$ cat src/logic/iec_regs.vh
// constants for the interrupt and event transfer controller
//
// Behaviour
// - a granted interrupt is offered 7 clocks later with jump cache, else 11
// - each node is set to vectored interrupt or single transfer service
// - a standard service is offered to the core with the node vector
// - a transfer service steals exactly one core cycle, no vector
// - a transfer moves one byte or word, then steps source and/or destination
// - the channel counter drops by one per transfer, not in continuous mode
// - a counter reaching zero raises a standard interrupt on the source node
// - eight channels, each with source pointer, destination pointer and counter
// - each node has a control register with request, enable and level
// - levels 1 to 15 arbitrate among pending requests, level 0 is never granted
// - a request is granted only when its level beats the running level
// - each node has its own vector location
// - fast external inputs detect rising, falling or both edges
// - a software trap number raises an interrupt to that number's vector
// - software setting a request bit raises a request like hardware
// - vector offset is trap number times four, node 0 is trap 10h
// - nodes 16h to 1Dh take a second request source as well
`ifndef IEC_REGS_VH
`define IEC_REGS_VH

`define IEC_NODES 16
`define IEC_CHANS 8
`define IEC_TRAP_BASE 8'h10
`define IEC_SHARED_LO 6
`define IEC_SHARED_HI 13

`define IEC_CLK_MHZ 25
`define IEC_RESP_JC_CLK 4'd7
`define IEC_RESP_NOJC_CLK 4'd11

`define IEC_A_NODE 12'h000
`define IEC_A_CHAN 12'h080
`define IEC_A_STATUS 12'h100
`define IEC_A_MASK 12'h104
`define IEC_A_TRAP 12'h108
`define IEC_A_EDGE 12'h10C
`define IEC_A_STATE 12'h110

`define IEC_CH_SRC 2'h0
`define IEC_CH_DST 2'h1
`define IEC_CH_CNT 2'h2
`define IEC_CH_CTL 2'h3

`define IEC_N_LVL_LO 0
`define IEC_N_CH_LO 4
`define IEC_N_XFER 7
`define IEC_N_EN 8
`define IEC_N_REQ 9

`define IEC_C_WORD 0
`define IEC_C_INCS 1
`define IEC_C_INCD 2
`define IEC_C_CONT 3

`define IEC_ST_IDLE 2'h0
`define IEC_ST_WAIT 2'h1
`define IEC_ST_OFFER 2'h2
`define IEC_ST_STEAL 2'h3

`endif

$ cat src/logic/iec_top.v
// interrupt controller with eight single transfer service channels
//
// The register offsets and the APB interface to the registers were chosen for this implementation.
`include "iec_regs.vh"
module iec_top (
  input wire clk,
  input wire reset,
  input wire psel,
  input wire penable,
  input wire pwrite,
  input wire [11:0] paddr,
  input wire [31:0] pwdata,
  output reg [31:0] prdata,
  output reg pready,
  output reg pslverr,
  input wire [15:0] periph_req,
  input wire [7:0] alt_req,
  input wire [3:0] ext_pin,
  input wire jump_cache,
  input wire [3:0] cpu_level,
  input wire int_ack,
  input wire steal_grant,
  output reg int_req,
  output reg [15:0] int_vector,
  output reg [3:0] int_level,
  output reg steal_req,
  output reg move_valid,
  output reg [23:0] move_src,
  output reg [23:0] move_dst,
  output reg move_word,
  output reg irq
);
  reg [3:0] n_lvl [0:15];
  reg [2:0] n_ch [0:15];
  reg [15:0] n_xfer;
  reg [15:0] n_en;
  reg [15:0] n_req;
  reg [23:0] c_src [0:7];
  reg [23:0] c_dst [0:7];
  reg [7:0] c_cnt [0:7];
  reg [3:0] c_ctl [0:7];
  reg [7:0] status;
  reg [7:0] mask;
  reg [7:0] edge_cfg;
  reg trap_pend;
  reg [7:0] trap_num;
  reg [1:0] state;
  reg [3:0] sel_node;
  reg sel_trap;
  reg [3:0] wait_cnt;
  reg [15:0] accept_clr;
  reg zero_set;
  reg trap_clr;
  reg [7:0] done_set;
  reg [31:0] next_rdata;
  reg next_err;

  wire [3:0] ext_pulse;
  wire [63:0] lvl_flat;
  wire arb_found;
  wire [3:0] arb_idx;
  wire [3:0] arb_lvl;

  function is_node;
    input [11:0] a;
    begin
      is_node = (a[11:6] == `IEC_A_NODE >> 6) && (a[1:0] == 2'b00);
    end
  endfunction

  function is_chan;
    input [11:0] a;
    begin
      is_chan = (a[11:7] == `IEC_A_CHAN >> 7) && (a[1:0] == 2'b00);
    end
  endfunction

  // node vector: trap number times four
  function [15:0] node_vec;
    input [7:0] num;
    begin
      node_vec = {6'h00, num, 2'b00};
    end
  endfunction

  wire wr = psel & penable & pready & pwrite;
  wire wr_status = wr && paddr == `IEC_A_STATUS;
  wire wr_trap = wr && paddr == `IEC_A_TRAP;
  wire [2:0] acc_ch = paddr[6:4];
  wire [2:0] sel_ch = n_ch[sel_node];
  wire [3:0] sel_ctl = c_ctl[sel_ch];
  wire sel_step = sel_ctl[`IEC_C_WORD] ? 1'b1 : 1'b0;
  wire [23:0] sel_inc = sel_ctl[`IEC_C_WORD] ? 24'h000002 : 24'h000001;
  wire [3:0] resp_clk = jump_cache ? `IEC_RESP_JC_CLK : `IEC_RESP_NOJC_CLK;
  // a node stays on the transfer path only while its channel has work left
  wire arb_xfer = n_xfer[arb_idx] &&
                  (c_ctl[n_ch[arb_idx]][`IEC_C_CONT] || c_cnt[n_ch[arb_idx]] != 8'h00);
  // second source bits placed on the shared node positions
  wire [15:0] alt_map = {2'b00, alt_req, 6'h00};
  wire [15:0] ext_map = {12'h000, ext_pulse};

  genvar g;
  generate
    for (g = 0; g < 4; g = g + 1) begin : fast_in
      iec_edge u_edge (
        .clk(clk),
        .reset(reset),
        .pin(ext_pin[g]),
        .cfg(edge_cfg[g*2 +: 2]),
        .pulse(ext_pulse[g])
      );
    end
  endgenerate

  generate
    for (g = 0; g < `IEC_NODES; g = g + 1) begin : node
      wire wr_here = wr && is_node(paddr) && paddr[5:2] == g;
      // compare source, shared second source, fast input pulse or counter zero
      wire hw_set = periph_req[g] | alt_map[g] | ext_map[g] |
                    (zero_set && sel_node == g);
      assign lvl_flat[g*4 +: 4] = n_lvl[g];
      always @(posedge clk) begin
        if (reset) begin
          n_lvl[g] <= 4'h0;
          n_ch[g] <= 3'h0;
          n_xfer[g] <= 1'b0;
          n_en[g] <= 1'b0;
          n_req[g] <= 1'b0;
        end else begin
          if (wr_here) begin
            n_lvl[g] <= pwdata[`IEC_N_LVL_LO +: 4];
            n_ch[g] <= pwdata[`IEC_N_CH_LO +: 3];
            n_xfer[g] <= pwdata[`IEC_N_XFER];
            n_en[g] <= pwdata[`IEC_N_EN];
          end
          // software write of the request bit, cleared on accept
          // hardware set wins over both so that no event is dropped
          if (wr_here)
            n_req[g] <= pwdata[`IEC_N_REQ] | hw_set;
          else
            n_req[g] <= (n_req[g] & ~accept_clr[g]) | hw_set;
        end
      end
    end
  endgenerate

  generate
    for (g = 0; g < `IEC_CHANS; g = g + 1) begin : chan
      wire wr_here = wr && is_chan(paddr) && acc_ch == g;
      wire moving = state == `IEC_ST_STEAL && steal_grant && sel_ch == g;
      always @(posedge clk) begin
        if (reset) begin
          c_src[g] <= 24'h000000;
          c_dst[g] <= 24'h000000;
          c_cnt[g] <= 8'h00;
          c_ctl[g] <= 4'h0;
        end else if (moving) begin
          // step pointers by the moved size
          if (c_ctl[g][`IEC_C_INCS])
            c_src[g] <= c_src[g] + sel_inc;
          if (c_ctl[g][`IEC_C_INCD])
            c_dst[g] <= c_dst[g] + sel_inc;
          if (!c_ctl[g][`IEC_C_CONT])
            c_cnt[g] <= c_cnt[g] - 8'h01;
        end else if (wr_here) begin
          case (paddr[3:2])
            `IEC_CH_SRC: c_src[g] <= pwdata[23:0];
            `IEC_CH_DST: c_dst[g] <= pwdata[23:0];
            `IEC_CH_CNT: c_cnt[g] <= pwdata[7:0];
            default: c_ctl[g] <= pwdata[3:0];
          endcase
        end
      end
    end
  endgenerate

  iec_arb u_arb (
    .req(n_req),
    .en(n_en),
    .lvl_flat(lvl_flat),
    .floor(cpu_level),
    .found(arb_found),
    .idx(arb_idx),
    .lvl(arb_lvl)
  );

  // events, accept pulses and counter-zero detection for the service sequencer
  always @* begin
    accept_clr = 16'h0000;
    zero_set = 1'b0;
    trap_clr = 1'b0;
    done_set = 8'h00;
    if (state == `IEC_ST_OFFER && int_ack) begin
      if (sel_trap)
        trap_clr = 1'b1;
      else
        accept_clr[sel_node] = 1'b1;
    end
    if (state == `IEC_ST_STEAL && steal_grant) begin
      accept_clr[sel_node] = 1'b1;
      // last transfer re-raises the node as a standard interrupt
      if (!sel_ctl[`IEC_C_CONT] && c_cnt[sel_ch] == 8'h01) begin
        zero_set = 1'b1;
        done_set[sel_ch] = 1'b1;
      end
    end
  end

  // service sequencer
  always @(posedge clk) begin
    if (reset) begin
      state <= `IEC_ST_IDLE;
      sel_node <= 4'h0;
      sel_trap <= 1'b0;
      wait_cnt <= 4'h0;
      int_req <= 1'b0;
      int_vector <= 16'h0000;
      int_level <= 4'h0;
      steal_req <= 1'b0;
      move_valid <= 1'b0;
      move_src <= 24'h000000;
      move_dst <= 24'h000000;
      move_word <= 1'b0;
    end else begin
      move_valid <= 1'b0;
      case (state)
        `IEC_ST_IDLE: begin
          // a pending trap goes first, it has no level to arbitrate
          if (trap_pend) begin
            sel_trap <= 1'b1;
            int_vector <= node_vec(trap_num);
            int_level <= 4'hF;
            wait_cnt <= resp_clk;
            state <= `IEC_ST_WAIT;
          end else if (arb_found) begin
            sel_trap <= 1'b0;
            sel_node <= arb_idx;
            // per node choice of service path
            if (arb_xfer) begin
              steal_req <= 1'b1;
              state <= `IEC_ST_STEAL;
            end else begin
              int_vector <= node_vec(`IEC_TRAP_BASE + {4'h0, arb_idx});
              int_level <= arb_lvl;
              wait_cnt <= resp_clk;
              state <= `IEC_ST_WAIT;
            end
          end
        end
        `IEC_ST_WAIT: begin
          // fixed response latency before the core sees the request
          wait_cnt <= wait_cnt - 4'h1;
          if (!sel_trap && !(n_req[sel_node] && n_en[sel_node])) begin
            state <= `IEC_ST_IDLE;
          end else if (wait_cnt == 4'h1) begin
            int_req <= 1'b1;
            state <= `IEC_ST_OFFER;
          end
        end
        `IEC_ST_OFFER: begin
          // offer held until the core takes the vector or the node's request or enable drops
          if (int_ack) begin
            int_req <= 1'b0;
            state <= `IEC_ST_IDLE;
          end else if (!sel_trap && !(n_req[sel_node] && n_en[sel_node])) begin
            int_req <= 1'b0;
            state <= `IEC_ST_IDLE;
          end
        end
        `IEC_ST_STEAL: begin
          // one stolen cycle, one move pulse, no vector
          if (steal_grant) begin
            steal_req <= 1'b0;
            move_valid <= 1'b1;
            move_src <= c_src[sel_ch];
            move_dst <= c_dst[sel_ch];
            move_word <= sel_step;
            state <= `IEC_ST_IDLE;
          end
        end
        default: begin
          state <= `IEC_ST_IDLE;
        end
      endcase
    end
  end

  // status, mask, trap and edge registers
  always @(posedge clk) begin
    if (reset) begin
      status <= 8'h00;
      mask <= 8'h00;
      edge_cfg <= 8'h00;
      trap_pend <= 1'b0;
      trap_num <= 8'h00;
      irq <= 1'b0;
    end else begin
      // write one to clear, a completion in the same cycle still sticks
      status <= (status & ~(wr_status ? pwdata[7:0] : 8'h00)) | done_set;
      if (wr && paddr == `IEC_A_MASK)
        mask <= pwdata[7:0];
      if (wr && paddr == `IEC_A_EDGE)
        edge_cfg <= pwdata[7:0];
      if (wr_trap)
        trap_num <= pwdata[7:0];
      trap_pend <= wr_trap | (trap_pend & ~trap_clr);
      irq <= |(status & mask);
    end
  end

  // apb read decode
  always @* begin
    next_rdata = 32'h00000000;
    next_err = 1'b0;
    if (is_node(paddr)) begin
      next_rdata[`IEC_N_LVL_LO +: 4] = n_lvl[paddr[5:2]];
      next_rdata[`IEC_N_CH_LO +: 3] = n_ch[paddr[5:2]];
      next_rdata[`IEC_N_XFER] = n_xfer[paddr[5:2]];
      next_rdata[`IEC_N_EN] = n_en[paddr[5:2]];
      next_rdata[`IEC_N_REQ] = n_req[paddr[5:2]];
    end else if (is_chan(paddr)) begin
      case (paddr[3:2])
        `IEC_CH_SRC: next_rdata[23:0] = c_src[acc_ch];
        `IEC_CH_DST: next_rdata[23:0] = c_dst[acc_ch];
        `IEC_CH_CNT: next_rdata[7:0] = c_cnt[acc_ch];
        default: next_rdata[3:0] = c_ctl[acc_ch];
      endcase
    end else begin
      case (paddr)
        `IEC_A_STATUS: next_rdata[7:0] = status;
        `IEC_A_MASK: next_rdata[7:0] = mask;
        `IEC_A_TRAP: next_rdata[8:0] = {trap_pend, trap_num};
        `IEC_A_EDGE: next_rdata[7:0] = edge_cfg;
        `IEC_A_STATE: next_rdata[6:0] = {sel_trap, sel_node, state};
        default: next_err = 1'b1;
      endcase
    end
  end

  // no wait state: pready answers in the first access cycle
  always @(posedge clk) begin
    if (reset) begin
      pready <= 1'b0;
      prdata <= 32'h00000000;
      pslverr <= 1'b0;
    end else begin
      pready <= psel & ~penable;
      prdata <= (psel & ~penable & ~pwrite) ? next_rdata : 32'h00000000;
      pslverr <= psel & ~penable & next_err;
    end
  end
endmodule

$ cat src/logic/iec_edge.v
// fast external input: synchroniser and programmable edge detector
`include "iec_regs.vh"
module iec_edge (
  input wire clk,
  input wire reset,
  input wire pin,
  input wire [1:0] cfg,
  output reg pulse
);
  reg sync_a;
  reg sync_b;
  reg prev;
  always @(posedge clk) begin
    if (reset) begin
      sync_a <= 1'b0;
      sync_b <= 1'b0;
      prev <= 1'b0;
      pulse <= 1'b0;
    end else begin
      sync_a <= pin;
      sync_b <= sync_a;
      prev <= sync_b;
      pulse <= (cfg[0] & sync_b & ~prev) | (cfg[1] & ~sync_b & prev);
    end
  end
endmodule

$ cat src/logic/iec_arb.v
// priority search over the interrupt nodes
`include "iec_regs.vh"
module iec_arb (
  input wire [15:0] req,
  input wire [15:0] en,
  input wire [63:0] lvl_flat,
  input wire [3:0] floor,
  output reg found,
  output reg [3:0] idx,
  output reg [3:0] lvl
);
  integer i;
  always @* begin
    found = 1'b0;
    idx = 4'h0;
    lvl = 4'h0;
    for (i = 0; i < `IEC_NODES; i = i + 1) begin
      // eligible nodes, strict compare keeps the lower index on a tie
      // level must beat the running level and the best so far
      if (req[i] && en[i] && lvl_flat[i*4 +: 4] > floor &&
          (!found || lvl_flat[i*4 +: 4] > lvl)) begin
        found = 1'b1;
        idx = i[3:0];
        lvl = lvl_flat[i*4 +: 4];
      end
    end
  end
endmodule

$ cat config.mk
export PLATFORM = sky130hd
export DESIGN_NAME = iec_top
export DESIGN_NICKNAME = d
export VERILOG_FILES = /design/src/logic/iec_top.v /design/src/logic/iec_edge.v /design/src/logic/iec_arb.v
export VERILOG_INCLUDE_DIRS = /design/src /design/src/logic
export SDC_FILE = /design/constraint.sdc
export NUM_CORES = 2
export LEC_CHECK = 0
export ABC_AREA = 1
export BUFFER_PORTS_ARGS = -buffer_cell sky130_fd_sc_hd__clkbuf_2
export CELL_PAD_IN_SITES_DETAIL_PLACEMENT = 1
export CELL_PAD_IN_SITES_GLOBAL_PLACEMENT = 1
export CORE_MARGIN = 3
export CORE_UTILIZATION = 30
export CTS_CLUSTER_SIZE = 40
export DETAILED_ROUTE_END_ITERATION = 8
export GPL_TIMING_DRIVEN = 0
export PLACE_DENSITY = 0.67
export SLEW_MARGIN = 25
export SYNTH_ARGS = -nofsm -noshare
export SYNTH_HDL_FRONTEND = slang
export SYNTH_SLANG_ARGS = --single-unit
$ cat constraint.sdc
create_clock -name clk -period 19.15 [get_ports clk]
set_input_delay 1.915 -clock clk [delete_from_list [all_inputs] [get_ports clk]]
set_output_delay 1.915 -clock clk [all_outputs]
set_load 0.1 [all_outputs]
# Word level (Yosys, flattened, before mapping)

Memories as Yosys holds them, arrays and structs flattened. A register that Yosys moved wholly into a read port is not among the register bits.
Index checks and enable logic that the tools add are counted.

Output and inout bits: 107
Input port bits: 84
Logic and storage cells: 1,126
Memories: 6
Flip-flop bits (word level): 167
Memory bits (writable): 592

Bitwise operators: 228
Add/subtract/negate cells: 26
Magnitude comparators: 37
Equality and inequality tests: 68
Reductions and logical operators: 172
Mux-type cells: 504

Memory list:

| memory | depth | width | rd ports | clocked after memory_dff | wr ports | RTL line     | RTL |
|---|---|---|---|---|---|---|---|
| c_dst  | 8     | 24    | 10       | 1                        | 8        | iec_top.v:39 | `reg [23:0] c_dst [0:7];` |
| c_src  | 8     | 24    | 10       | 1                        | 8        | iec_top.v:38 | `reg [23:0] c_src [0:7];` |
| c_cnt  | 8     | 8     | 11       | 0                        | 8        | iec_top.v:40 | `reg [7:0] c_cnt [0:7];` |
| n_lvl  | 16    | 4     | 17       | 0                        | 16       | iec_top.v:33 | `reg [3:0] n_lvl [0:15];` |
| n_ch   | 16    | 3     | 3        | 1                        | 16       | iec_top.v:34 | `reg [2:0] n_ch [0:15];` |
| c_ctl  | 8     | 4     | 11       | 0                        | 8        | iec_top.v:41 | `reg [3:0] c_ctl [0:7];` |

Operator list:

| cell                                                               | number |
|---|---|
| 24-bit two-way mux                                                 | 32 |
| 24-bit by 2-bit adder with 24-bit output                           | 16 |
| 1-bit two-way mux                                                  | 340 |
| 4-bit two-way mux                                                  | 57 |
| 1-bit OR                                                           | 153 |
| 8-bit two-way mux                                                  | 19 |
| 4-bit > comparator                                                 | 31 |
| 1-bit logical AND                                                  | 111 |
| 16-bit two-way mux                                                 | 6 |
| 4-bit == test, second input constant                               | 16 |
| 8-bit by 1-bit subtractor with 8-bit output, second input constant | 8 |
| 12-bit by 9-bit == test with 1-bit output, second input constant   | 5 |
| 3-bit two-way mux                                                  | 20 |
| 1-bit bitwise AND                                                  | 39 |
| 7-bit case mux with 5 select lines                                 | 1 |
| 4-bit by 3-bit == test with 1-bit output, second input constant    | 8 |
| 16-bit case mux with 2 select lines                                | 1 |
| 1-bit NOT                                                          | 31 |
| 1-bit binary-select mux with 4-bit select                          | 6 |
| 3-bit == test, second input constant                               | 8 |
| 4-bit case mux with 3 select lines                                 | 2 |
| 2-bit two-way mux                                                  | 11 |
| 1-bit logical NOT                                                  | 18 |
| 8-bit bitwise AND                                                  | 2 |
| other kinds (44)                                                   | 94 |

# Logic depth before layout (Yosys ltp)

An unclocked memory read counts as a cell.

Depth in word-level cells: 73
Mapped depth: 182
Gate-level depth less buffers: 175

# Modules after synthesis

From an unflattened synthesis, not the netlist that was laid out.

Cell total of the unflattened synthesis: 6,583
Area, all modules: 52,604.2 um^2

Modules (own cells, without submodules):

| module   | sequential area each (um^2) | cells an instance | area each (um^2) | times used |
|---|---|---|---|---|
| iec_top  | 21,520.6                    | 5,822             | 47,737.0         | 1 |
| iec_arb  | 0.0                         | 705               | 4,366.7          | 1 |
| iec_edge | 80.1                        | 14                | 125.1            | 4 |

# Worst setup path after synthesis

OpenSTA, ideal clock, no wires.

Kind: input to register
Start: in cpu_level[3]
End: reg int_vector[4]
Data required time: 19.033 ns
Library setup time: 0.117 ns
Stages on the path: 165
Path buffers: 7
Arrival: 19.406 ns
Slack: -0.373 ns
Cells stage by stage: inv_1 > ha_1 > nand2_2 > o21bai_4 > a21oi_2 > nand2_1 > ha_1 > nand2_1 > inv_2 > nand2_1 > nand2_1 > nand2_1 > nand2_2 > nand2_4 > o21ai_0 > ha_1 > a21oi_1 > o21ai_0 > [129 not listed] > nand2_1 > nand2_1 > nand2_1 > inv_1 > nand3_2 > nor2_4 > inv_2 > nand3_1 > nand3_2 > nand2_1 > nand3_1 > nand3_1 > nand3_1 > nand3_2 > nand2_4 > buf_6 > o21ai_1 > nor2_1

Cells in the longest elaborated chain, start to end: 70
Elaborated cells on any way between the ends: 153
Classes of those cells: 1 x add/sub; 31 x order compare; 1 x eq/ne; 51 x mux; 66 x reduce/logical; 3 x memory

RTL lines:

| element                                                 | RTL line      | RTL |
|---|---|---|
| start, declared                                         | iec_top.v:20  | `input wire [3:0] cpu_level,` |
| 4-bit > comparator                                      | iec_arb.v:20  | `if (req[i] && en[i] && lvl_flat[i*4 +: 4] > floor &&` |
| 1-bit logical AND                                       | iec_arb.v:20  |  |
| 4-bit two-way mux or 1-bit two-way mux (tied branches)  | iec_arb.v:20  |  |
| 4-bit > comparator or 1-bit logical NOT (tied branches) | iec_arb.v:21  | `(!found \|\| lvl_flat[i*4 +: 4] > lvl)) begin` |
| 1-bit logical OR                                        | iec_arb.v:21  |  |
| 1-bit logical AND                                       | iec_arb.v:20  |  |
| 4-bit two-way mux or 1-bit two-way mux (tied branches)  | iec_arb.v:20  |  |
| 4-bit > comparator or 1-bit logical NOT (tied branches) | iec_arb.v:21  |  |
| [54 not listed]                                         | n/a           |  |
| 4-bit two-way mux                                       | iec_arb.v:20  |  |
| memory read 16 x 3 bit                                  | n/a           |  |
| memory read 8 x 8 bit                                   | n/a           |  |
| 8-bit nonzero test                                      | iec_top.v:97  | `` (c_ctl[n_ch[arb_idx]][`IEC_C_CONT] \|\| c_cnt[n_ch[arb_idx]] != 8'h00); `` |
| 1-bit logical OR                                        | iec_top.v:97  |  |
| 1-bit logical AND                                       | iec_top.v:96  | `wire arb_xfer = n_xfer[arb_idx] &&` |
| 2-bit != test (no line)                                 | n/a           |  |
| 3-bit AND reduction (no line)                           | n/a           |  |
| end signal, assigned                                    | iec_top.v:231 | `int_vector <= node_vec(trap_num);` |
| end signal, assigned                                    | iec_top.v:243 | `` int_vector <= node_vec(`IEC_TRAP_BASE + {4'h0, arb_idx}); `` |
| end, declared                                           | iec_top.v:24  | `output reg [15:0] int_vector,` |

Several ways; a longest one is shown, not always the timed one. The select of a mux whose other input is x is not followed.
A chain may end at the register's enable or synchronous reset.

# Worst setup path after layout

Start: in cpu_level[1]
End: reg int_vector[2]

The elaborated chain is that of the path after synthesis.

==> run summary <==
Maximum clock rate - 0.0491 GHz
Headroom to the max-slew limit - 4.22%
Crit-path slowest cell - ha_4
Worst path required time - 19810 ps
Synth Flop Type - edfxtp_1
RSZ-0062 raised after global routing - true
Pre-CTS setup slack - -4590 ps
DP Wirelength - 246 mm
Initial antenna violation count - 22
First-pass GRT wire length - 447 mm
Layout Nets - 7268
Crit end category - flip-flop
WP buf/inv - 34
Port bufs - 165
Mapped cell area - 51700 sq um
Routed vias/inst - 6.24
Worst-margin pin slew - 1440 ps
Worst Path Max Fanout - 8
Initial Util - 30.4%
Distinct cells, synth - 61
Routability cong. - 1.05
Average routed wire per standard cell - 34.9 um
Clk sinks - 795
Post-synth ARST share - 0%
# setup viols final - 24
Commonest non-fill, non-tap cells in the layout - 876 x inv_1, 817 x nand2_1, 609 x nor2_1
Largest net degree at the start of global routing - 25
Reg area - 21800 sq um
Via count - 58700
Top post-synthesis cells by area - edfxtp_1 34%, dfxtp_1 7.9%, inv_1 6.5%
CTS tree - done
Final worst path period need - 20370 ps
Multi-input gate area - 26500 sq um
Clock latency on the worst-skew pair - 790 ps
IO Count - 191
CP delay by family, top - simple AND/OR/NAND/NOR gates
Final wirelength - 329 mm
Setup Crit Path Kind - primary input to flip-flop
Max clock buf depth - 3
Worst setup SP type - primary input
Root Driver - clkbuf_16
Top-area cell type share of the netlist area - 34.4%
Synth-to-Final Area Change - 20.9%
Overall die height - 421 um
Pins Over Slew Limit - 0
Number of synthesized flops with an enable pin - 592
Setup Skew - 28.6 ps
Share of cells above drive strength 1 - 14.0%
Drt first pass iters - 7
Rows - 151
Hold buffer count at cts - 0
Die area - 177000 sq um
Antenna-violating nets left - 0
Number of global-route vias before repair - 57200
Sequential share of the synthesized area - 42.3%
Total global-route track usage - 35.3%
Fillers - 20400
MaxCap Viol Count - 0
Critical Path Max Stage Delay - 350 ps
Crit-path most repeated cell - nand2_2
Hold Slack - 409 ps
Status - finished, violations left
Peak VDD IR - 0.0777 mV
Synthesized flop and latch total - 795
Post-route cell area - 62500 sq um
Leakage - 0.0235 uW
Warnings from Yosys - 0
Die X - 421 um
CTS HTree Levels - 3
Clock transition at path regs - 60 ps
Fin worst setup slack - -1220 ps
Mean post-synth cell area - 7.90 sq um
Initial DRC Count - 8170
Arr. time, crit path - 21030 ps
# DRC - 0
Post-synth top area cell - edfxtp_1
CTS buffer count - 99
PwrDens - 74.1 nW/um^2
Post-DP Area - 56200 sq um
Global route overflow - 0
Placeable core area - 170000 sq um
Tcrit/Tclk final - 106%
Failing checks - negative setup slack
Instance count of the mapped netlist - 6545
Commonest non-fill, non-tap cell in the layout - inv_1
Final hold vios - 0
HP Class - flip-flop to flip-flop
[synthesized netlist by cell type (11+ instances only)]
cell       count
a211oi_1      21
a21oi_1      312
a221oi_1      82
a22oi_1       39
a311oi_1      15
a31oi_1       42
buf_1         32
buf_4         17
clkbuf_1     290
dfxtp_1      203
edfxtp_1     592
fa_1          16
ha_1         165
inv_1        897
inv_2         18
nand2_1      884
nand2_2       29
nand3_1      393
nand3b_1      12
nand4_1       89
nor2_1       627
nor3_1       119
nor4_1        33
o2111ai_1     31
o211ai_1      32
o21ai_0      645
o21ai_1       18
o21bai_1      15
o221ai_1      18
o22ai_1      497
o311ai_0      12
o31ai_1       25
o32ai_1       94
or2_2         11
xnor2_1       16
xor2_1       108
[power breakdown]
group	internal (uW)	leakage (uW)	switching, uW
clock network	1210	0.00173	889
registers	1890	0.00781	56.5
logic	123	0.0140	457
total	3230	0.0235	1400
[layout make-up]
cell class / count / area share [%]
antenna: 18 / 0.0721
sequential: 795 / 34.9
timing repair buffer: 337 / 4.05
inverter: 926 / 5.63
multi-input combinational: 4490 / 42.4
tap: 2295 / 4.59
buffer: 354 / 2.69
clock buffer: 144 / 4.78
clock inverter: 44 / 0.813
[worst reg2reg max path, delay by kind of cell (launching register included)]
family / cells / cell delay [ps]
flip-flops: 1 / 510
buffers and inverters: 33 / 3560
adder cells (fa/ha/maj): 15 / 4300
AND/OR/NAND/NOR: 94 / 7610
AO/OA/AOI/OAI: 32 / 3350
[metrics by stage]
stage	TNS [ps]	instances	total power, uW	util, %
after floorplan	0	6560	2230	-
after global placement	-87660	9020	2490	32.6
after detailed placement	-106510	9042	2520	33.0
after CTS	-18290	9354	4580	36.1
after global routing	-54670	9391	4690	36.7
final	-22110	9403	4630	36.7
[cells by family after synthesis]
family                     after synthesis  synth area share (%)
and+or+nand+nor                       2223                  18.5
AOI/OAI and AO/OA                     1937                  22.8
buffers and inverters                 1280                  9.58
DFF                                    795                  42.3
adders and majority gates              181                  4.61
xor gates and xnor gates               124                  2.10
muxes                                    4                0.0775
other                                    1               0.00725
[sequential cells by signal, indices dropped and copies added, names as in the netlist, 16 cells and up, named ones only]
register,cells
c_dst,192
c_src,192
c_cnt,64
n_lvl,64
n_ch,48
c_ctl,32
move_dst,24
move_src,24
prdata,24
n_en,16
n_req,16
n_xfer,16
[routing by layer]
metal	up-vias	global-route usage (%)	wire [um]
li1	24300	-	-
met1	29100	42.0	121000
met2	3947	53.3	140000
met3	1324	9.57	33200
met4	6	29.1	34400
met5	-	0.108	99
[worst paths after layout]
check | startpoint | end | slack (ps) | cells past startpoint
setup / recovery | cpu_level[1] | int_vector[2]$_SDFFE_PP0P_ | -1220 | 176
hold / removal | fast_in[0].u_edge.sync_a$_SDFF_PP0_ | fast_in[0].u_edge.sync_b$_SDFF_PP0_ | 410 | 2
setup reg to reg | n_lvl[0][2]$_SDFFCE_PN0P_ | int_vector[2]$_SDFFE_PP0P_ | -290 | 174
hold reg to reg | fast_in[0].u_edge.sync_a$_SDFF_PP0_ | fast_in[0].u_edge.sync_b$_SDFF_PP0_ | 410 | 2
[timing repair]
item | CTS | global route
resized for setup | 228 | 169
pin swaps | 124 | 145
setup buffers | 114 | 31
endpoints found under the hold margin | 0 | 0
endpoints found under the setup margin | 26 | 26
cloned | 10 | 1
No activity file was read; power rests on OpenSTA's default activity.
